$ cat src/inc/lpsc_defines.svh
`ifndef LPSC_DEFINES_SVH
`define LPSC_DEFINES_SVH

// ----------------------------------------------------------------
// Register map
// ----------------------------------------------------------------
`define LPSC_ADDR_CTRL_FIRST   7'h1a
`define LPSC_ADDR_CFG_FIRST    7'h1c
`define LPSC_ADDR_CFG_SECOND   7'h1d
`define LPSC_ADDR_CTRL_SECOND  7'h1f
`define LPSC_REG_RESET         8'h00
`define LPSC_CUR_MIN           8'h00

// ----------------------------------------------------------------
// Fields
// ----------------------------------------------------------------
`define LPSC_RANGE_HI          7
`define LPSC_RANGE_LO          6
`define LPSC_CAL_HI            3
`define LPSC_CAL_LO            1
`define LPSC_CAL_ALL           3'h7

// ----------------------------------------------------------------
// Timing
// ----------------------------------------------------------------
`define LPSC_PULSE_PERIOD      8'h63
`define LPSC_PULSE_ON          8'h09
`define LPSC_TEST_PERIOD       16'h03e7
`define LPSC_TEST_SETTLE       16'h0004
`define LPSC_TEST_SAMPLE       16'h0007
`define LPSC_BLANK_LEN         3
`define LPSC_PIN_IDLE          1'b1

`endif

$ cat src/inc/lpsc_pkg.sv
package lpsc_pkg;

  typedef struct packed {
    logic       we;
    logic [6:0] addr;
    logic [7:0] wdata;
  } lpsc_wr_t;

  typedef struct packed {
    logic       drive_en;
    logic [1:0] range;
    logic [7:0] current;
  } lpsc_drive_t;

  typedef enum logic [1:0] {
    LPSC_ST_IDLE   = 2'b00,
    LPSC_ST_SETTLE = 2'b01,
    LPSC_ST_SAMPLE = 2'b10
  } lpsc_test_st_t;

endpackage

$ cat src/rtl/lpsc_top.sv
`timescale 1ns/10ps
`include "lpsc_defines.svh"

module lpsc_top (
  input  wire logic        CORE_CLK,
  input  wire logic        RST_N,
  input  wire logic        REG_WE,
  input  wire logic [6:0]  REG_ADDR,
  input  wire logic [7:0]  REG_WDATA,
  output logic      [7:0]  REG_RDATA,
  input  wire logic        LASER_DRIVE_PIN_IN,
  output logic             LASER_DRIVE_PIN_OUT,
  output logic             LASER_DRIVE_PIN_OE,
  output logic             LASER_DRIVE_EN,
  output logic      [1:0]  LASER_RANGE,
  output logic      [7:0]  LASER_CURRENT,
  output logic             LASER_SUPPLY_SWITCH_N,
  output logic             LASER_FAULT
);

  lpsc_pkg::lpsc_wr_t    wr;
  lpsc_pkg::lpsc_drive_t drive_nxt;
  logic [7:0] ctrl_first_r;
  logic [7:0] ctrl_second_r;
  logic [7:0] cfg_first_r;
  logic [7:0] cfg_second_r;
  logic [7:0] cur_applied_r;
  logic [7:0] pulse_cnt_r;
  logic       pin_meta_r;
  logic       pin_sync_r;
  logic       fault_r;
  logic       cal_mode;
  logic       pulse_on;
  logic       test_active;
  logic       test_fail;
  logic       ground_fault;
  logic [7:0] cfg_first_nxt;
  logic [7:0] cfg_second_nxt;
  logic [`LPSC_BLANK_LEN-1:0] test_hist_r;
  logic       test_blank;
  logic       fault_any;

  assign wr = '{we: REG_WE, addr: REG_ADDR, wdata: REG_WDATA};

  // ----------------------------------------------------------------
  // Register file
  // ----------------------------------------------------------------
  always_ff @(posedge CORE_CLK or negedge RST_N) begin
    if (!RST_N) begin
      ctrl_first_r  <= `LPSC_REG_RESET;
      ctrl_second_r <= `LPSC_REG_RESET;
      cfg_first_r   <= `LPSC_REG_RESET;
      cfg_second_r  <= `LPSC_REG_RESET;
    end else if (wr.we) begin
      if (wr.addr == `LPSC_ADDR_CTRL_FIRST) begin
        ctrl_first_r <= wr.wdata;
      end else if (wr.addr == `LPSC_ADDR_CFG_FIRST) begin
        cfg_first_r <= wr.wdata;
      end else if (wr.addr == `LPSC_ADDR_CFG_SECOND) begin
        cfg_second_r <= wr.wdata;
      end else if (wr.addr == `LPSC_ADDR_CTRL_SECOND) begin
        ctrl_second_r <= wr.wdata;
      end
    end
  end

  // Read data also shows the latched fault in ctrl_first bit 0
  always_ff @(posedge CORE_CLK or negedge RST_N) begin
    if (!RST_N) begin
      REG_RDATA <= 8'h00;
    end else if (REG_ADDR == `LPSC_ADDR_CTRL_FIRST) begin
      REG_RDATA <= {ctrl_first_r[7:1], fault_r};
    end else if (REG_ADDR == `LPSC_ADDR_CFG_FIRST) begin
      REG_RDATA <= cfg_first_r;
    end else if (REG_ADDR == `LPSC_ADDR_CFG_SECOND) begin
      REG_RDATA <= cfg_second_r;
    end else if (REG_ADDR == `LPSC_ADDR_CTRL_SECOND) begin
      REG_RDATA <= ctrl_second_r;
    end else begin
      REG_RDATA <= 8'h00;
    end
  end

  // ----------------------------------------------------------------
  // Current setting
  // ----------------------------------------------------------------
  // Compare against post-write values so either byte order works
  always_comb begin
    cfg_first_nxt  = cfg_first_r;
    cfg_second_nxt = cfg_second_r;
    if (wr.we && wr.addr == `LPSC_ADDR_CFG_FIRST) begin
      cfg_first_nxt = wr.wdata;
    end
    if (wr.we && wr.addr == `LPSC_ADDR_CFG_SECOND) begin
      cfg_second_nxt = wr.wdata;
    end
  end

  always_ff @(posedge CORE_CLK or negedge RST_N) begin
    if (!RST_N) begin
      cur_applied_r <= `LPSC_CUR_MIN;
    end else if (cfg_first_nxt == ~cfg_second_nxt) begin
      cur_applied_r <= cfg_first_nxt;
    end
  end

  // ----------------------------------------------------------------
  // Drive mode
  // ----------------------------------------------------------------
  // all three bits select continuous
  assign cal_mode = (ctrl_first_r[`LPSC_CAL_HI:`LPSC_CAL_LO] == `LPSC_CAL_ALL);

  always_ff @(posedge CORE_CLK or negedge RST_N) begin
    if (!RST_N) begin
      pulse_cnt_r <= 8'h00;
    end else if (pulse_cnt_r == `LPSC_PULSE_PERIOD) begin
      pulse_cnt_r <= 8'h00;
    end else begin
      pulse_cnt_r <= pulse_cnt_r + 8'h01;
    end
  end

  assign pulse_on = cal_mode || (pulse_cnt_r < `LPSC_PULSE_ON);

  // ----------------------------------------------------------------
  // Fault detection
  // ----------------------------------------------------------------
  always_ff @(posedge CORE_CLK or negedge RST_N) begin
    if (!RST_N) begin
      // Reset to the pulled-up idle level so release is not seen as a short
      pin_meta_r <= `LPSC_PIN_IDLE;
      pin_sync_r <= `LPSC_PIN_IDLE;
    end else begin
      pin_meta_r <= LASER_DRIVE_PIN_IN;
      pin_sync_r <= pin_meta_r;
    end
  end

  lpsc_self_test u_self_test (
    .CORE_CLK     (CORE_CLK),
    .RST_N        (RST_N),
    .enable       (!fault_r),
    .pin_low_sync (!pin_sync_r),
    .test_active  (test_active),
    .test_fail    (test_fail)
  );

  // The sink is released one edge late and the synchronised pin lags two more,
  // so the low left behind by a self-test must not count as a short.
  always_ff @(posedge CORE_CLK or negedge RST_N) begin
    if (!RST_N) begin
      test_hist_r <= '0;
    end else begin
      test_hist_r <= {test_hist_r[`LPSC_BLANK_LEN-2:0], test_active};
    end
  end

  assign test_blank = test_active || (|test_hist_r);

  // Pin low while we source current and are not sinking it is a ground path.
  // Only judged during a drive pulse with LASER_DRIVE_EN high; an idle pin sits at the pulled-up high level.
  assign ground_fault = pulse_on && !test_blank && !pin_sync_r && LASER_DRIVE_EN;

  assign fault_any = fault_r || ground_fault || test_fail;

  always_ff @(posedge CORE_CLK or negedge RST_N) begin
    if (!RST_N) begin
      fault_r <= 1'b0;
    end else if (ground_fault || test_fail) begin
      fault_r <= 1'b1;
    end
  end

  // ----------------------------------------------------------------
  // Outputs
  // ----------------------------------------------------------------
  always_comb begin
    drive_nxt.drive_en = pulse_on && !test_active && !fault_any;
    drive_nxt.range    = ctrl_second_r[`LPSC_RANGE_HI:`LPSC_RANGE_LO];
    drive_nxt.current  = cur_applied_r;
  end

  always_ff @(posedge CORE_CLK or negedge RST_N) begin
    if (!RST_N) begin
      LASER_DRIVE_EN <= 1'b0;
      LASER_RANGE    <= 2'b00;
      LASER_CURRENT  <= `LPSC_CUR_MIN;
    end else begin
      LASER_DRIVE_EN <= drive_nxt.drive_en;
      LASER_RANGE    <= drive_nxt.range;
      LASER_CURRENT  <= fault_any ? `LPSC_CUR_MIN : drive_nxt.current;
    end
  end

  always_ff @(posedge CORE_CLK or negedge RST_N) begin
    if (!RST_N) begin
      LASER_DRIVE_PIN_OUT <= 1'b0;
      LASER_DRIVE_PIN_OE  <= 1'b0;
    end else begin
      LASER_DRIVE_PIN_OUT <= 1'b0;
      LASER_DRIVE_PIN_OE  <= test_active;
    end
  end

  always_ff @(posedge CORE_CLK or negedge RST_N) begin
    if (!RST_N) begin
      LASER_SUPPLY_SWITCH_N <= 1'b0;
      LASER_FAULT           <= 1'b0;
    end else begin
      LASER_SUPPLY_SWITCH_N <= fault_any || test_active;
      LASER_FAULT           <= fault_any;
    end
  end

endmodule // lpsc_top

$ cat src/rtl/lpsc_self_test.sv
`timescale 1ns/10ps
`include "lpsc_defines.svh"

module lpsc_self_test (
  input  wire logic CORE_CLK,
  input  wire logic RST_N,
  input  wire logic enable,
  input  wire logic pin_low_sync,
  output logic      test_active,
  output logic      test_fail
);

  lpsc_pkg::lpsc_test_st_t state_r;
  logic [15:0]             cnt_r;

  // ----------------------------------------------------------------
  // Periodic supply-short test
  // ----------------------------------------------------------------
  // sink pin, expect low
  always_ff @(posedge CORE_CLK or negedge RST_N) begin
    if (!RST_N) begin
      state_r <= lpsc_pkg::LPSC_ST_IDLE;
      cnt_r   <= 16'h0000;
    end else begin
      case (state_r)
        lpsc_pkg::LPSC_ST_IDLE: begin
          if (!enable) begin
            cnt_r <= 16'h0000;
          end else if (cnt_r == `LPSC_TEST_PERIOD) begin
            cnt_r   <= 16'h0000;
            state_r <= lpsc_pkg::LPSC_ST_SETTLE;
          end else begin
            cnt_r <= cnt_r + 16'h0001;
          end
        end
        lpsc_pkg::LPSC_ST_SETTLE: begin
          cnt_r <= cnt_r + 16'h0001;
          if (cnt_r == `LPSC_TEST_SETTLE) begin
            state_r <= lpsc_pkg::LPSC_ST_SAMPLE;
          end
        end
        lpsc_pkg::LPSC_ST_SAMPLE: begin
          cnt_r   <= 16'h0000;
          state_r <= lpsc_pkg::LPSC_ST_IDLE;
        end
        default: begin
          state_r <= lpsc_pkg::LPSC_ST_IDLE;
        end
      endcase
    end
  end

  always_comb begin
    test_active = (state_r != lpsc_pkg::LPSC_ST_IDLE);
    // Pin held high against our sink means a short to a supply
    test_fail   = (state_r == lpsc_pkg::LPSC_ST_SAMPLE) && !pin_low_sync;
  end

endmodule // lpsc_self_test

$ cat config.mk
export PLATFORM = sky130hd
export DESIGN_NAME = lpsc_top
export DESIGN_NICKNAME = d
export VERILOG_FILES = /design/src/inc/lpsc_pkg.sv /design/src/rtl/lpsc_top.sv /design/src/rtl/lpsc_self_test.sv
export VERILOG_INCLUDE_DIRS = /design/src /design/src/inc
export SDC_FILE = /design/constraint.sdc
export NUM_CORES = 1
export LEC_CHECK = 0
export BUFFER_PORTS_ARGS = -buffer_cell sky130_fd_sc_hd__clkbuf_2
export CAP_MARGIN = 20
export CORE_MARGIN = 1.5
export CORE_UTILIZATION = 50
export DETAILED_ROUTE_END_ITERATION = 16
export PLACE_DENSITY_LB_ADDON = 0.12
export SLEW_MARGIN = 10
export SYNTH_ARGS = -nofsm -noshare
export SYNTH_HDL_FRONTEND = slang
export SYNTH_SLANG_ARGS = --single-unit
$ cat constraint.sdc
create_clock -name CORE_CLK -period 2.9 [get_ports CORE_CLK]
set_input_delay 0.29 -clock CORE_CLK [delete_from_list [all_inputs] [get_ports CORE_CLK]]
set_output_delay 0.29 -clock CORE_CLK [all_outputs]
set_load 0.01 [all_outputs]
Word-level counts from Yosys, hierarchy flattened. Index checks and enable logic that the tools add are counted.

Register bits: 94. Word-level logic and storage cells: 82. Input bits: 19.

Bitwise operators: 4. Order comparisons: 1. $add $sub $neg: 2. Equal/unequal tests: 14. Mux-type cells: 15. Reductions and logical operators: 27.

Operators with widths (count): 8-bit two-way mux (8); 16-bit case mux with 3 select lines (1); 16-bit two-way mux (2); 7-bit by 5-bit == test with 1-bit output (second input constant) (4); 16-bit by 1-bit adder with 16-bit output (second input constant) (1); 16-bit by 10-bit == test with 1-bit output (second input constant) (1); 16-bit by 3-bit == test with 1-bit output (second input constant) (1); 8-bit by 1-bit adder with 8-bit output (second input constant) (1); 8-bit by 7-bit == test with 1-bit output (second input constant) (1); 8-bit == test (1); 1-bit logical AND (8); 8-bit by 4-bit less-than comparator with 1-bit output (second input constant) (1); 8-bit NOT (1); 1-bit logical OR (6); 2-bit two-way mux (3); 3-bit AND reduction (2); 5-bit AND reduction (1); 1-bit logical NOT (4); 2-bit by 1-bit inequality test with 1-bit output (second input constant) (2); 2-bit case mux with 2 select lines (1); 4-bit AND reduction (1); 3-bit == test (second input constant) (1); 1-bit NOT (3); 3-bit nonzero test (1); other kinds (7) (7).

Depth between registers and ports, before layout. Gate-level depths: netlist of the first run.

Word-level depth: 10. Depth in mapped cells: 8. Depth with buffers taken out: 7.

By module. From an unflattened synthesis of the first run, not the netlist that was laid out.

Cells, all modules: 369. Area total of the unflattened synthesis: 4400.5 µm².

Modules (own cells, without submodules): lpsc_top (cells an instance 237, area an instance 3193.1 µm², instances 1); lpsc_self_test (cells an instance 132, area an instance 1207.4 µm², instances 1).

Least setup slack after synthesis of the first run. No wires, ideal clock.

Kind: register to register. From: register u_self_test.cnt_r[6]. To: register u_self_test.cnt_r[10]. Data arrival time: 1.640 ns. Buffers on the path: 2. Setup time: 0.119 ns. Setup slack: 1.141 ns. Required time: 2.781 ns. Clock period less this slack: 1.759 ns. Stages on the path, launching flop included: 8. Path through: dfrtp_1 -> buf_4 -> nand4_1 -> or2_2 -> o21ai_1 -> and3b_1 -> buf_4 -> nor2_1.

Cells in the longest elaborated chain, start to end: 4. Elaborated cells on any way between the ends: 5. Those cells by class: 1 x add/sub; 1 x eq/ne; 3 x mux.

Ends and longest elaborated chain: from (decl) (RTL line lpsc_self_test.sv:14) `logic [15:0] cnt_r;`; from (signal assigned) (RTL line lpsc_self_test.sv:33) `cnt_r <= cnt_r + 16'h0001;`; from (signal assigned) (RTL line lpsc_self_test.sv:37) `cnt_r <= cnt_r + 16'h0001;`; 16-bit by 1-bit adder with 16-bit output / 16-bit by 10-bit == test with 1-bit output (equally long branches); 16-bit two-way mux (RTL line lpsc_self_test.sv:29) `` end else if (cnt_r == `LPSC_TEST_PERIOD) begin ``; 16-bit two-way mux (RTL line lpsc_self_test.sv:27) `if (!enable) begin`; 16-bit case mux with 3 select lines * (RTL line lpsc_self_test.sv:25) `case (state_r)`.

Mark *: on every way between the ends. The rest lies on a longest branch, timed or not. A chain may end at the register's enable or synchronous reset.

Worst setup path after layout of the first run.
From: register u_self_test.cnt_r[6]. To: register u_self_test.cnt_r[12].

Same word-level chain as after synthesis.

==> impl_metrics.ini, run 1 <==
[status]
status = complete, no violations

[setup_path]
r2r-end = u_self_test.cnt_r[12]
end_kind = flop
worstPathRequired_ps = 3120
crit_slowest_cell = and3b_1
r2r-start = u_self_test.cnt_r[6]
critPathBufInv = 0
criticalPathCategory = reg -> reg
critPathMaxStageDelay_ps = 520
start_kind = flop
arrival_ps = 2480
crit_chain = nand4_1 > or2_2 > o21ai_1 > and3b_1 > nor2_1
reg2reg_depth = 5
r2r_slack_ps = 640
cp_max_fo = 11
critical_path.top_delay_family = simple AND/OR/NAND/NOR gates

[synth]
synth_top_area_cell = dfrtp_1
mappedNetlistArea_um2 = 4260
netlist_instances = 357
synth_top_family_by_area = multiplexers
syn_area_per_cell_um2 = 11.9
synth_adder_area_share_pct = 2.64
synth-simple-area-share_pct = 13.0
syn-num-nets = 385
synthTopCellsByArea = dfrtp_1, mux2_2, xor2_1
yosysUniqueCellTypes = 49
synth_compound_area_share_pct = 7.48
ys.flop_type = dfrtp_1
synth-xor-area-share_pct = 5.75
synth_seq_cells = 92
yosysWarnings = 0
async_flop_share_pct = 100
yosysTopAreaCellShare_pct = 52.8
synth_edf_count = 0
synth_seq_area_share_pct = 54.0
muxShareOfSynthArea_pct = 14.7

[grt]
grt.overflow.total = 0
grt_max_degree = 62
grt_first_pass_wirelength_um = 14400
grt_pass1_vias = 2727
grt_usage_pct = 20.9
antenna_found_initial = 0

[clock_tree]
clockRootBuffer = clkbuf_8
hold_buffers = 0
path_clk_slew_ps = 90
clock_sinks = 92
clockBufferDepth = 2
clkLatencyLatePin_ps = 350
post_cts_buffers = 0
cts_tree = built
cts_resized = 0
cts_max_level = 3
cts_inserted_buffers = 9

[floorplan]
fp.dieArea_um2 = 9090
core-area_um2 = 8260
initial_core_util_pct = 51.6
die_w_um = 95.4
placement_rows = 33
dieHeight_um = 95.4
num_io_pins = 42

[sta]
skew_ps = 12.8
max_freq_ghz = 0.443
rsz0062_at_grt = false
whs_ps = 4.04
timing.final.crit_share_pct = 77.8
tightest_slew_ps = 791
tns_ps = 0
relSlewSlack_pct = 47.3
hold_violations = 0
period_minus_slack_ps = 2260
drv_slew = 0
setup_viol = 0

[layout]
final_cell_mix = dfrtp_1, mux2_2, clkbuf_2, nand2_1, nor2_1
multi_input_area_um2 = 1860
layout_commonest_cell = dfrtp_1
area_growth_pct = 11.1
seqCellArea_um2 = 2300
final_layout_size_suffix_gt1_share_pct = 29.2
finish.net_count = 427
finalInstanceArea_um2 = 4740
diodes = 0
fillCellCount = 723

[route]
avgRoutedWirePerCell_um = 16.6
drtPass1Iterations = 4
drc = 0
num_vias = 2781
viasPerCell = 5.46
drtAntennaViolNets = 0
drtIter0Drc = 182
drt_wl_total_um = 8440

[placement]
dpl.hpwl_um = 5940
place_area_um2 = 4560
numPortBuffers = 40
gp_congestion = 0.795

[power]
p_leak_nw = 2.26
p_per_area_nw_per_um2 = 496
vdd_drop_max_v = 0.000308

[run]
max_cap_viol_count = 0

[worst_hold_path]
min_path_type = in -> async
-- cell type report --
type / count / area share (%)
clock buffers: 11 / 2.98
clock inverters: 5 / 0.792
inverters: 11 / 0.871
multi-input cells: 244 / 39.2
flip-flops and latches: 92 / 48.6
well taps: 105 / 2.77
repair buffers: 41 / 4.70
-- flip-flops by register name, summed over array words and instances, names as in the netlist --
name	cells
LASER_CURRENT	8
LASER_DRIVE_EN	1
LASER_FAULT	1
LASER_RANGE	2
LASER_SUPPLY_SWITCH_N	1
REG_RDATA	8
cfg_first_r	8
cfg_second_r	8
ctrl_first_r	7
ctrl_second_r	8
cur_applied_r	8
fault_r	1
pin_meta_r	1
pin_sync_r	1
pulse_cnt_r	8
test_hist_r	3
u_self_test.cnt_r	16
u_self_test.state_r	2
-- how the worst max path moves through the flow --
stage                          start                    end  cells past startpoint
2_1_floorplan   u_self_test.cnt_r[6]  u_self_test.cnt_r[10]                      7
3_3_place_gp             REG_ADDR[0]       cur_applied_r[0]                      6
3_5_place_dp    u_self_test.cnt_r[6]  u_self_test.cnt_r[12]                      5
4_1_cts         u_self_test.cnt_r[6]  u_self_test.cnt_r[12]                      5
5_1_grt        u_self_test.cnt_r[11]  u_self_test.cnt_r[12]                      5
6_report        u_self_test.cnt_r[6]  u_self_test.cnt_r[12]                      5
-- cells in the mapped netlist, types with 2 or more instances --
master and number:
o31ai_1 2, mux2_2 51, a21oi_1 5, and3_1 3, buf_4 3, ha_1 9, inv_1 11, xnor2_1 10
nand2_1 29, dfstp_2 2, o22ai_1 2, or3b_2 2, a21o_1 3, and2_1 9, o21ai_0 13, nor3_1 6
clkbuf_1 3, nand4b_1 2, nand4_1 6, nor2_1 22, mux2i_1 4, or3_1 2, nand2b_1 2, buf_2 2
a22oi_1 14, nand3_1 7, nor4_1 4, xor2_1 18, dfrtp_1 90, a211oi_1 2
-- power by group --
group | switching [mW] | internal [mW] | leakage, nW
Clock | 0.447 | 0.337 | 0.0855
Combinational | 0.108 | 0.0860 | 0.939
Sequential | 0.0429 | 1.33 | 1.24
Total | 0.598 | 1.75 | 2.26
-- worst reg2reg max path, stage by stage, from the launching register on --
cell     delay, ps
dfrtp_1        460
nand4_1        240
or2_2          370
o21ai_1        420
and3b_1        520
nor2_1         120
-- metal layers --
metal	share of wire [%]	global-route usage (%)	wire length [µm]	up-vias
met5	0	0	0	-
met2	43	29.3	3640	72
met4	1.0	7.09	88	0
met3	4.2	2.95	357	9
li1	-	-	-	1332
met1	52	32.7	4360	1368
-- through the flow --
stage | utilization (%) | instances | power, mW | worst slack, ps
floorplan | - | 357 | 1.50 | 1140
global placement | 55.2 | 493 | 1.58 | 714
detailed placement | 55.2 | 493 | 1.59 | 679
CTS | 57.4 | 509 | 2.38 | 642
global route | 57.4 | 509 | 2.46 | 417
finish | 57.4 | 509 | 2.35 | 645
-- cells by family (layout without fill, tap and decap cells) --
| logic type | count (synthesis) | after routing |
|---|---|---|
| DFF | 92 | 92 |
| and+or+nand+nor | 104 | 104 |
| adders and majority gates | 9 | 9 |
| muxes | 56 | 56 |
| AOI/OAI and AO/OA | 46 | 46 |
| xor gates and xnor gates | 28 | 28 |
| buffers and inverters | 21 | 68 |
| other | 1 | 1 |
(Power assumes the default switching activity.)
==> run 2, diff against run 1 <==
--- a/config.mk
+++ b/config.mk
@@ -6,6 +6,7 @@
 export SDC_FILE = /design/constraint.sdc
 export NUM_CORES = 1
 export LEC_CHECK = 0
+export ABC_AREA = 1
 export BUFFER_PORTS_ARGS = -buffer_cell sky130_fd_sc_hd__clkbuf_2
 export CAP_MARGIN = 20
 export CORE_MARGIN = 1.5
==> constraint.sdc (replaced) <==
create_clock -name CORE_CLK -period 2 [get_ports CORE_CLK]
set_input_delay 0.2 -clock CORE_CLK [delete_from_list [all_inputs] [get_ports CORE_CLK]]
set_output_delay 0.2 -clock CORE_CLK [all_outputs]
set_load 0.01 [all_outputs]
==> run 2 against run 1 <==
  * Setup slack got worse by 460 ps
  * The flow now finishes with violations (design-rule violations)
  * Wire length increased by 17%
  * Highest routed layer unchanged
  * Clock power is 61% higher
  * Worst hold slack improved by 120 ps
  * Non-clock buffer count increased by 20
  * Sequential cell count unchanged
  * Critical path type unchanged
  * Register-to-register slack worse by 460 ps
  * Total power is 51% higher
  * Combinational power is 73% higher
==> impl_metrics.ini, run 2 <==
[status]
status = finished, violations left
violations = design-rule violations

[run]
max_cap_viol_count = 0

[grt]
grt_max_degree = 35
antenna_found_initial = 0
grt.overflow.total = 0
grt_pass1_vias = 3729
grt_first_pass_wirelength_um = 17400
grt_usage_pct = 22.3

[synth]
yosysWarnings = 0
syn-num-nets = 587
post-synth-top-count-cell = nand2_1
muxShareOfSynthArea_pct = 0
async_flop_share_pct = 100
syn_area_per_cell_um2 = 8.23
ys.flop_type = dfrtp_1
synth-xor-area-share_pct = 0.761
synth_top_family_by_area = simple AND/OR/NAND/NOR gates
yosysUniqueCellTypes = 42
mappedNetlistArea_um2 = 4600
synth_seq_area_share_pct = 50.1
synth_seq_cells = 92
netlist_instances = 559
synth_adder_area_share_pct = 2.45
synth_compound_area_share_pct = 6.47
yosysTopAreaCellShare_pct = 48.9
synthTopCellsByArea = dfrtp_1, nand2_1, inv_1
synth_top_area_cell = dfrtp_1
netlist_top_cells_count = nand2_1, dfrtp_1, inv_1
synth-simple-area-share_pct = 31.1
synth_edf_count = 0

[power]
p_sw_mw = 0.939
power.switching_fraction_pct = 26.4
p_per_area_nw_per_um2 = 683
power.internal_mw = 2.62
p_leak_nw = 2.80
seq_power_share_pct = 55.1
finalPower_mw = 3.56
pwr-share-clk_pct = 35.5
combPwrFrac_pct = 9.4
vdd_drop_max_v = 0.000309

[clock_tree]
cts_tree = built
clockRootBuffer = clkbuf_8
cts_inserted_buffers = 9
cts_max_level = 3
path_clk_slew_ps = 100
clock_sinks = 92
clkLatencyLatePin_ps = 360
clockBufferDepth = 2

[sta]
skew_ps = 6.98
max_freq_ghz = 0.550
period_minus_slack_ps = 1820
tns_ps = 0
drv_slew = 0
setup_viol = 0
rsz0062_at_grt = false
timing.final.crit_share_pct = 90.8
hold_violations = 0

[setup_path]
r2r-start = u_self_test.state_r[0]
arrival_ps = 2120
r2r_slack_ps = 180
reg2reg_depth = 6
worstPathRequired_ps = 2300
criticalPathCategory = reg -> reg
start_kind = flop
r2r-end = u_self_test.cnt_r[10]
cp_max_fo = 8
end_kind = flop

[placement]
place_area_um2 = 4990
gp_congestion = 0.867
dpl.hpwl_um = 7320
numPortBuffers = 40
dp.cells = 713

[route]
viasPerCell = 5.13
num_vias = 3753
drtAntennaViolNets = 0
drt_wl_total_um = 9910
avgRoutedWirePerCell_um = 13.6
drtIter0Drc = 147
drtPass1Iterations = 10
drc = 2

[floorplan]
die_w_um = 99.0
num_io_pins = 42
fp.dieArea_um2 = 9790
core-area_um2 = 8810
placement_rows = 34
initial_core_util_pct = 52.3
dieHeight_um = 99.0

[layout]
largest-register = u_self_test.cnt_r
diodes = 0
final_layout_size_suffix_gt1_share_pct = 16.7
finish.net_count = 646
area_growth_pct = 13.2
largest_register_ff_count = 16
stdcell_count = 731
layout_commonest_cell = nand2_1
finalInstanceArea_um2 = 5210
final_cell_mix = nand2_1, dfrtp_1, inv_1, nand3_1

[worst_hold_path]
hold_depth = 3
holdPathEnd = cfg_second_r[2]
hp-start = REG_WDATA[2]
min_path_type = in -> reg
[run 2: cell count changes after synthesis, moves of 13 or more]
cell / delta
o21ai_0: +13
mux2_2: -51
inv_1: +65
a22oi_1: -14
nand2_1: +139
nand3_1: +36
nand4_1: +14
xor2_1: -15
nor2_1: +18
[run 2: worst max path at each step]
stage / startpoint / end / cells after the start
after detailed placement: REG_ADDR[0] / cur_applied_r[0] / 12
after floorplan: u_self_test.state_r[0] / u_self_test.cnt_r[10] / 7
after global placement: REG_ADDR[0] / cur_applied_r[4] / 12
after global routing: u_self_test.cnt_r[2] / u_self_test.cnt_r[13] / 9
final: u_self_test.state_r[0] / u_self_test.cnt_r[10] / 6
after CTS: u_self_test.cnt_r[2] / u_self_test.cnt_r[13] / 9
[run 2: cell families (layout without fill, tap and decap cells)]
kind of cell / after synthesis / after routing
AO/OA/AOI/OAI: 55 / 55
XOR/XNOR: 4 / 4
AND/OR/NAND/NOR: 303 / 303
flip-flops: 92 / 92
adder cells (fa/ha/maj): 9 / 9
buffers and inverters: 95 / 159
other: 1 / 1
[run 2: layout make-up]
cell class                 count  area (µm²)
inverter                      82         309
multi-input combinational    372        1880
tap                          108         135
clock inverter                 7        76.3
timing repair buffer          61         378
fill                         813        3600
clock buffer                   9         124
sequential                    92        2300
[run 2: metal layers]
layer	vias up	GRT usage (%)	part of all wire, %	routed length [µm]
li1	1903	-	-	-
met1	1751	29.6	45	4450
met2	81	36.8	49	4850
met3	18	4.96	4.1	402
met4	0	7.03	2.0	202
met5	-	0	0	0
[run 2: power by group through the flow]
| stage | combinational (mW) | sequential [mW] | clock, mW |
|---|---|---|---|
| CTS | 0.339 | 1.96 | 1.30 |
| floorplan | 0.192 | 1.99 | 0 |
| finish | 0.335 | 1.96 | 1.26 |
| global route | 0.385 | 1.97 | 1.37 |
| detailed placement | 0.334 | 2.00 | 0 |
| global placement | 0.327 | 2.00 | 0 |
[run 2: critical path, cell delays in order, from the launching register on]
cell	delay, ps
dfrtp_1	410
ha_1	310
nor4_2	470
nand2_1	150
xor2_1	160
or2_1	220
inv_1	50
[run 2: repair_timing]
action / CTS / global route
gates resized for setup: 0 / 1
setup buffers: 0 / 0
endpoints found under the setup margin: 0 / 1
hold buffers: 2 / 0
endpoints found under the hold margin: 18 / 0
[run 2: per-stage QoR]
step,hold slack (ps),setup slack (ps),utilization [%]
after CTS,106,192,59.1
after global routing,140,6.98,59.2
after global placement,91.9,182,56.6
after detailed placement,99.8,109,56.6
after floorplan,-95.6,271,-
final,121,183,59.2
==> run 3, diff against run 2 <==
==> constraint.sdc (replaced) <==
create_clock -name CORE_CLK -period 2.25 [get_ports CORE_CLK]
set_input_delay 0.225 -clock CORE_CLK [delete_from_list [all_inputs] [get_ports CORE_CLK]]
set_output_delay 0.225 -clock CORE_CLK [all_outputs]
set_load 0.01 [all_outputs]
==> run 3 against run 2 <==
  * The flow still finishes with violations (design-rule violations)
  * Global-route usage fell by 0.96 points
  * Die area unchanged
  * Non-clock buffer count shrank 10
  * Clock-buffer cell count increased by 2
  * Largest cell class unchanged
  * Worst hold slack better by 51 ps
  * Sequential share of layout area is 0.16 points higher
==> impl_metrics.ini, run 3 (synthesis gave the netlist of run 2 again) <==
[floorplan]
placement_rows = 34
core-area_um2 = 8810
num_io_pins = 42
fp.dieArea_um2 = 9790
die_w_um = 99.0
dieHeight_um = 99.0
initial_core_util_pct = 52.3

[grt]
grt_pass1_vias = 3578
antenna_found_initial = 0
grt_usage_pct = 21.4
met2_usage_pct = 35.2
grt_max_degree = 54
grt_first_pass_wirelength_um = 16700
globalRouteMet1Util_pct = 28.4
grt.overflow.total = 0
grt-busiest-layer = met2
met3_usage_pct = 4.75

[layout]
layout_commonest_cell = nand2_1
area_growth_pct = 12.8
largest_register_ff_count = 16
final_layout_size_suffix_gt1_share_pct = 15.2
final_cell_mix = nand2_1, dfrtp_1, inv_1, nand3_1, nor2_1
stdcell_count = 721
diodes = 0
largest-register = u_self_test.cnt_r
finalInstanceArea_um2 = 5190
finish.net_count = 636

[clock_tree]
cts_max_level = 3
clockRootBuffer = clkbuf_8
cts_inserted_buffers = 9
cts_tree = built
clock_sinks = 92
post_cts_buffers = 0
clockBufferDepth = 2
clkLatencyLatePin_ps = 350
path_clk_slew_ps = 90

[placement]
gp_congestion = 0.888
dpl.hpwl_um = 7040
numPortBuffers = 40
dp.cells = 703
place_area_um2 = 4910

[setup_path]
arrival_ps = 2120
cp_max_fo = 8
worstPathRequired_ps = 2490
criticalPathCategory = reg -> reg
start_kind = flop
end_kind = flop

[sta]
rsz0062_at_grt = false
drv_slew = 0
max_freq_ghz = 0.533
hold_violations = 0
setup_viol = 0
relSlewSlack_pct = 65.8
tns_ps = 0
skew_ps = 10.2
timing.final.crit_share_pct = 83.3
whs_ps = 171
tightest_slew_ps = 513
period_minus_slack_ps = 1880

[power]
p_leak_nw = 2.79
vdd_drop_max_v = 0.000277
p_per_area_nw_per_um2 = 656
p_sw_mw = 0.802
power.internal_mw = 2.60
pwr-share-clk_pct = 40.3
combPwrFrac_pct = 8.4
finalPower_mw = 3.40
power.switching_fraction_pct = 23.6
seq_power_share_pct = 51.2

[route]
drc = 2
avgRoutedWirePerCell_um = 13.3
viasPerCell = 5.11
drtIter0Drc = 211
drtAntennaViolNets = 0
num_vias = 3686
drtPass1Iterations = 10
drt_wl_total_um = 9590

[worst_hold_path]
min_path_type = in -> reg

[status]
violations = design-rule violations
status = finished, violations left

[run]
max_cap_viol_count = 0
==> run 3: changes by cell type in the layout (fill, tap and decap cells not counted) <==
cell | previous run | this run
inv_6 | 1 | 0
nor2_2 | 1 | 0
nor2_1 | 39 | 40
clkinv_2 | 2 | 1
clkbuf_8 | 9 | 11
clkinvlp_4 | 2 | 0
buf_4 | 19 | 9
bufinv_16 | 1 | 3
==> run 3: worst paths after layout <==
path	startpoint	to	slack (ps)	cells past startpoint
min	REG_WDATA[5]	cfg_second_r[5]	170	3
max reg2reg	u_self_test.state_r[0]	u_self_test.cnt_r[14]	370	7
max	u_self_test.state_r[0]	u_self_test.cnt_r[14]	370	7
min in group asynchronous	RST_N	pulse_cnt_r[4]	380	2
max in group asynchronous	RST_N	cur_applied_r[0]	1220	3
min reg2reg	pin_meta_r	pin_sync_r	360	0
==> run 3: repair_timing <==
item	CTS	global route
hold buffers	2	0
resized for setup	0	0
hold endpoints to repair	38	0
==> run 3: power groups by stage <==
stage	clock network [mW]	logic (mW)	registers, mW
floorplan	0	0.170	1.77
global placement	0	0.281	1.77
detailed placement	0	0.287	1.78
CTS	1.41	0.290	1.74
global route	1.46	0.329	1.75
finish	1.37	0.287	1.74
==> run 3: stage by stage <==
step | setup slack (ps) | util, %
detailed placement | 241 | 55.8
CTS | 370 | 59.0
floorplan | 521 | -
global route | 185 | 59.0
global placement | 312 | 55.8
finish | 375 | 59.0
==> run 3: layout make-up <==
cell class / count / area (µm²)
flip-flops and latches: 92 / 2300
clock inverters: 5 / 108
well taps: 108 / 135
fillers: 821 / 3610
multi-input cells: 372 / 1880
clock buffers: 11 / 151
inverters: 82 / 309
repair buffers: 51 / 303
==> run 3: per-layer routing <==
layer	vias to the layer above	share of wire (%)	wire, µm
met5	-	0	0
met4	0	1.7	163
met3	12	4.2	404
met2	85	48	4620
met1	1714	46	4400
li1	1875	-	-
==> run 3: critical path: stages, from the launching register on <==
cell     delay [ps]
dfrtp_1         410
ha_1            310
nor4_2          530
nand4_1         200
nor2_1          180
nand2_1          60
nand2_1          50
nor2_1           30
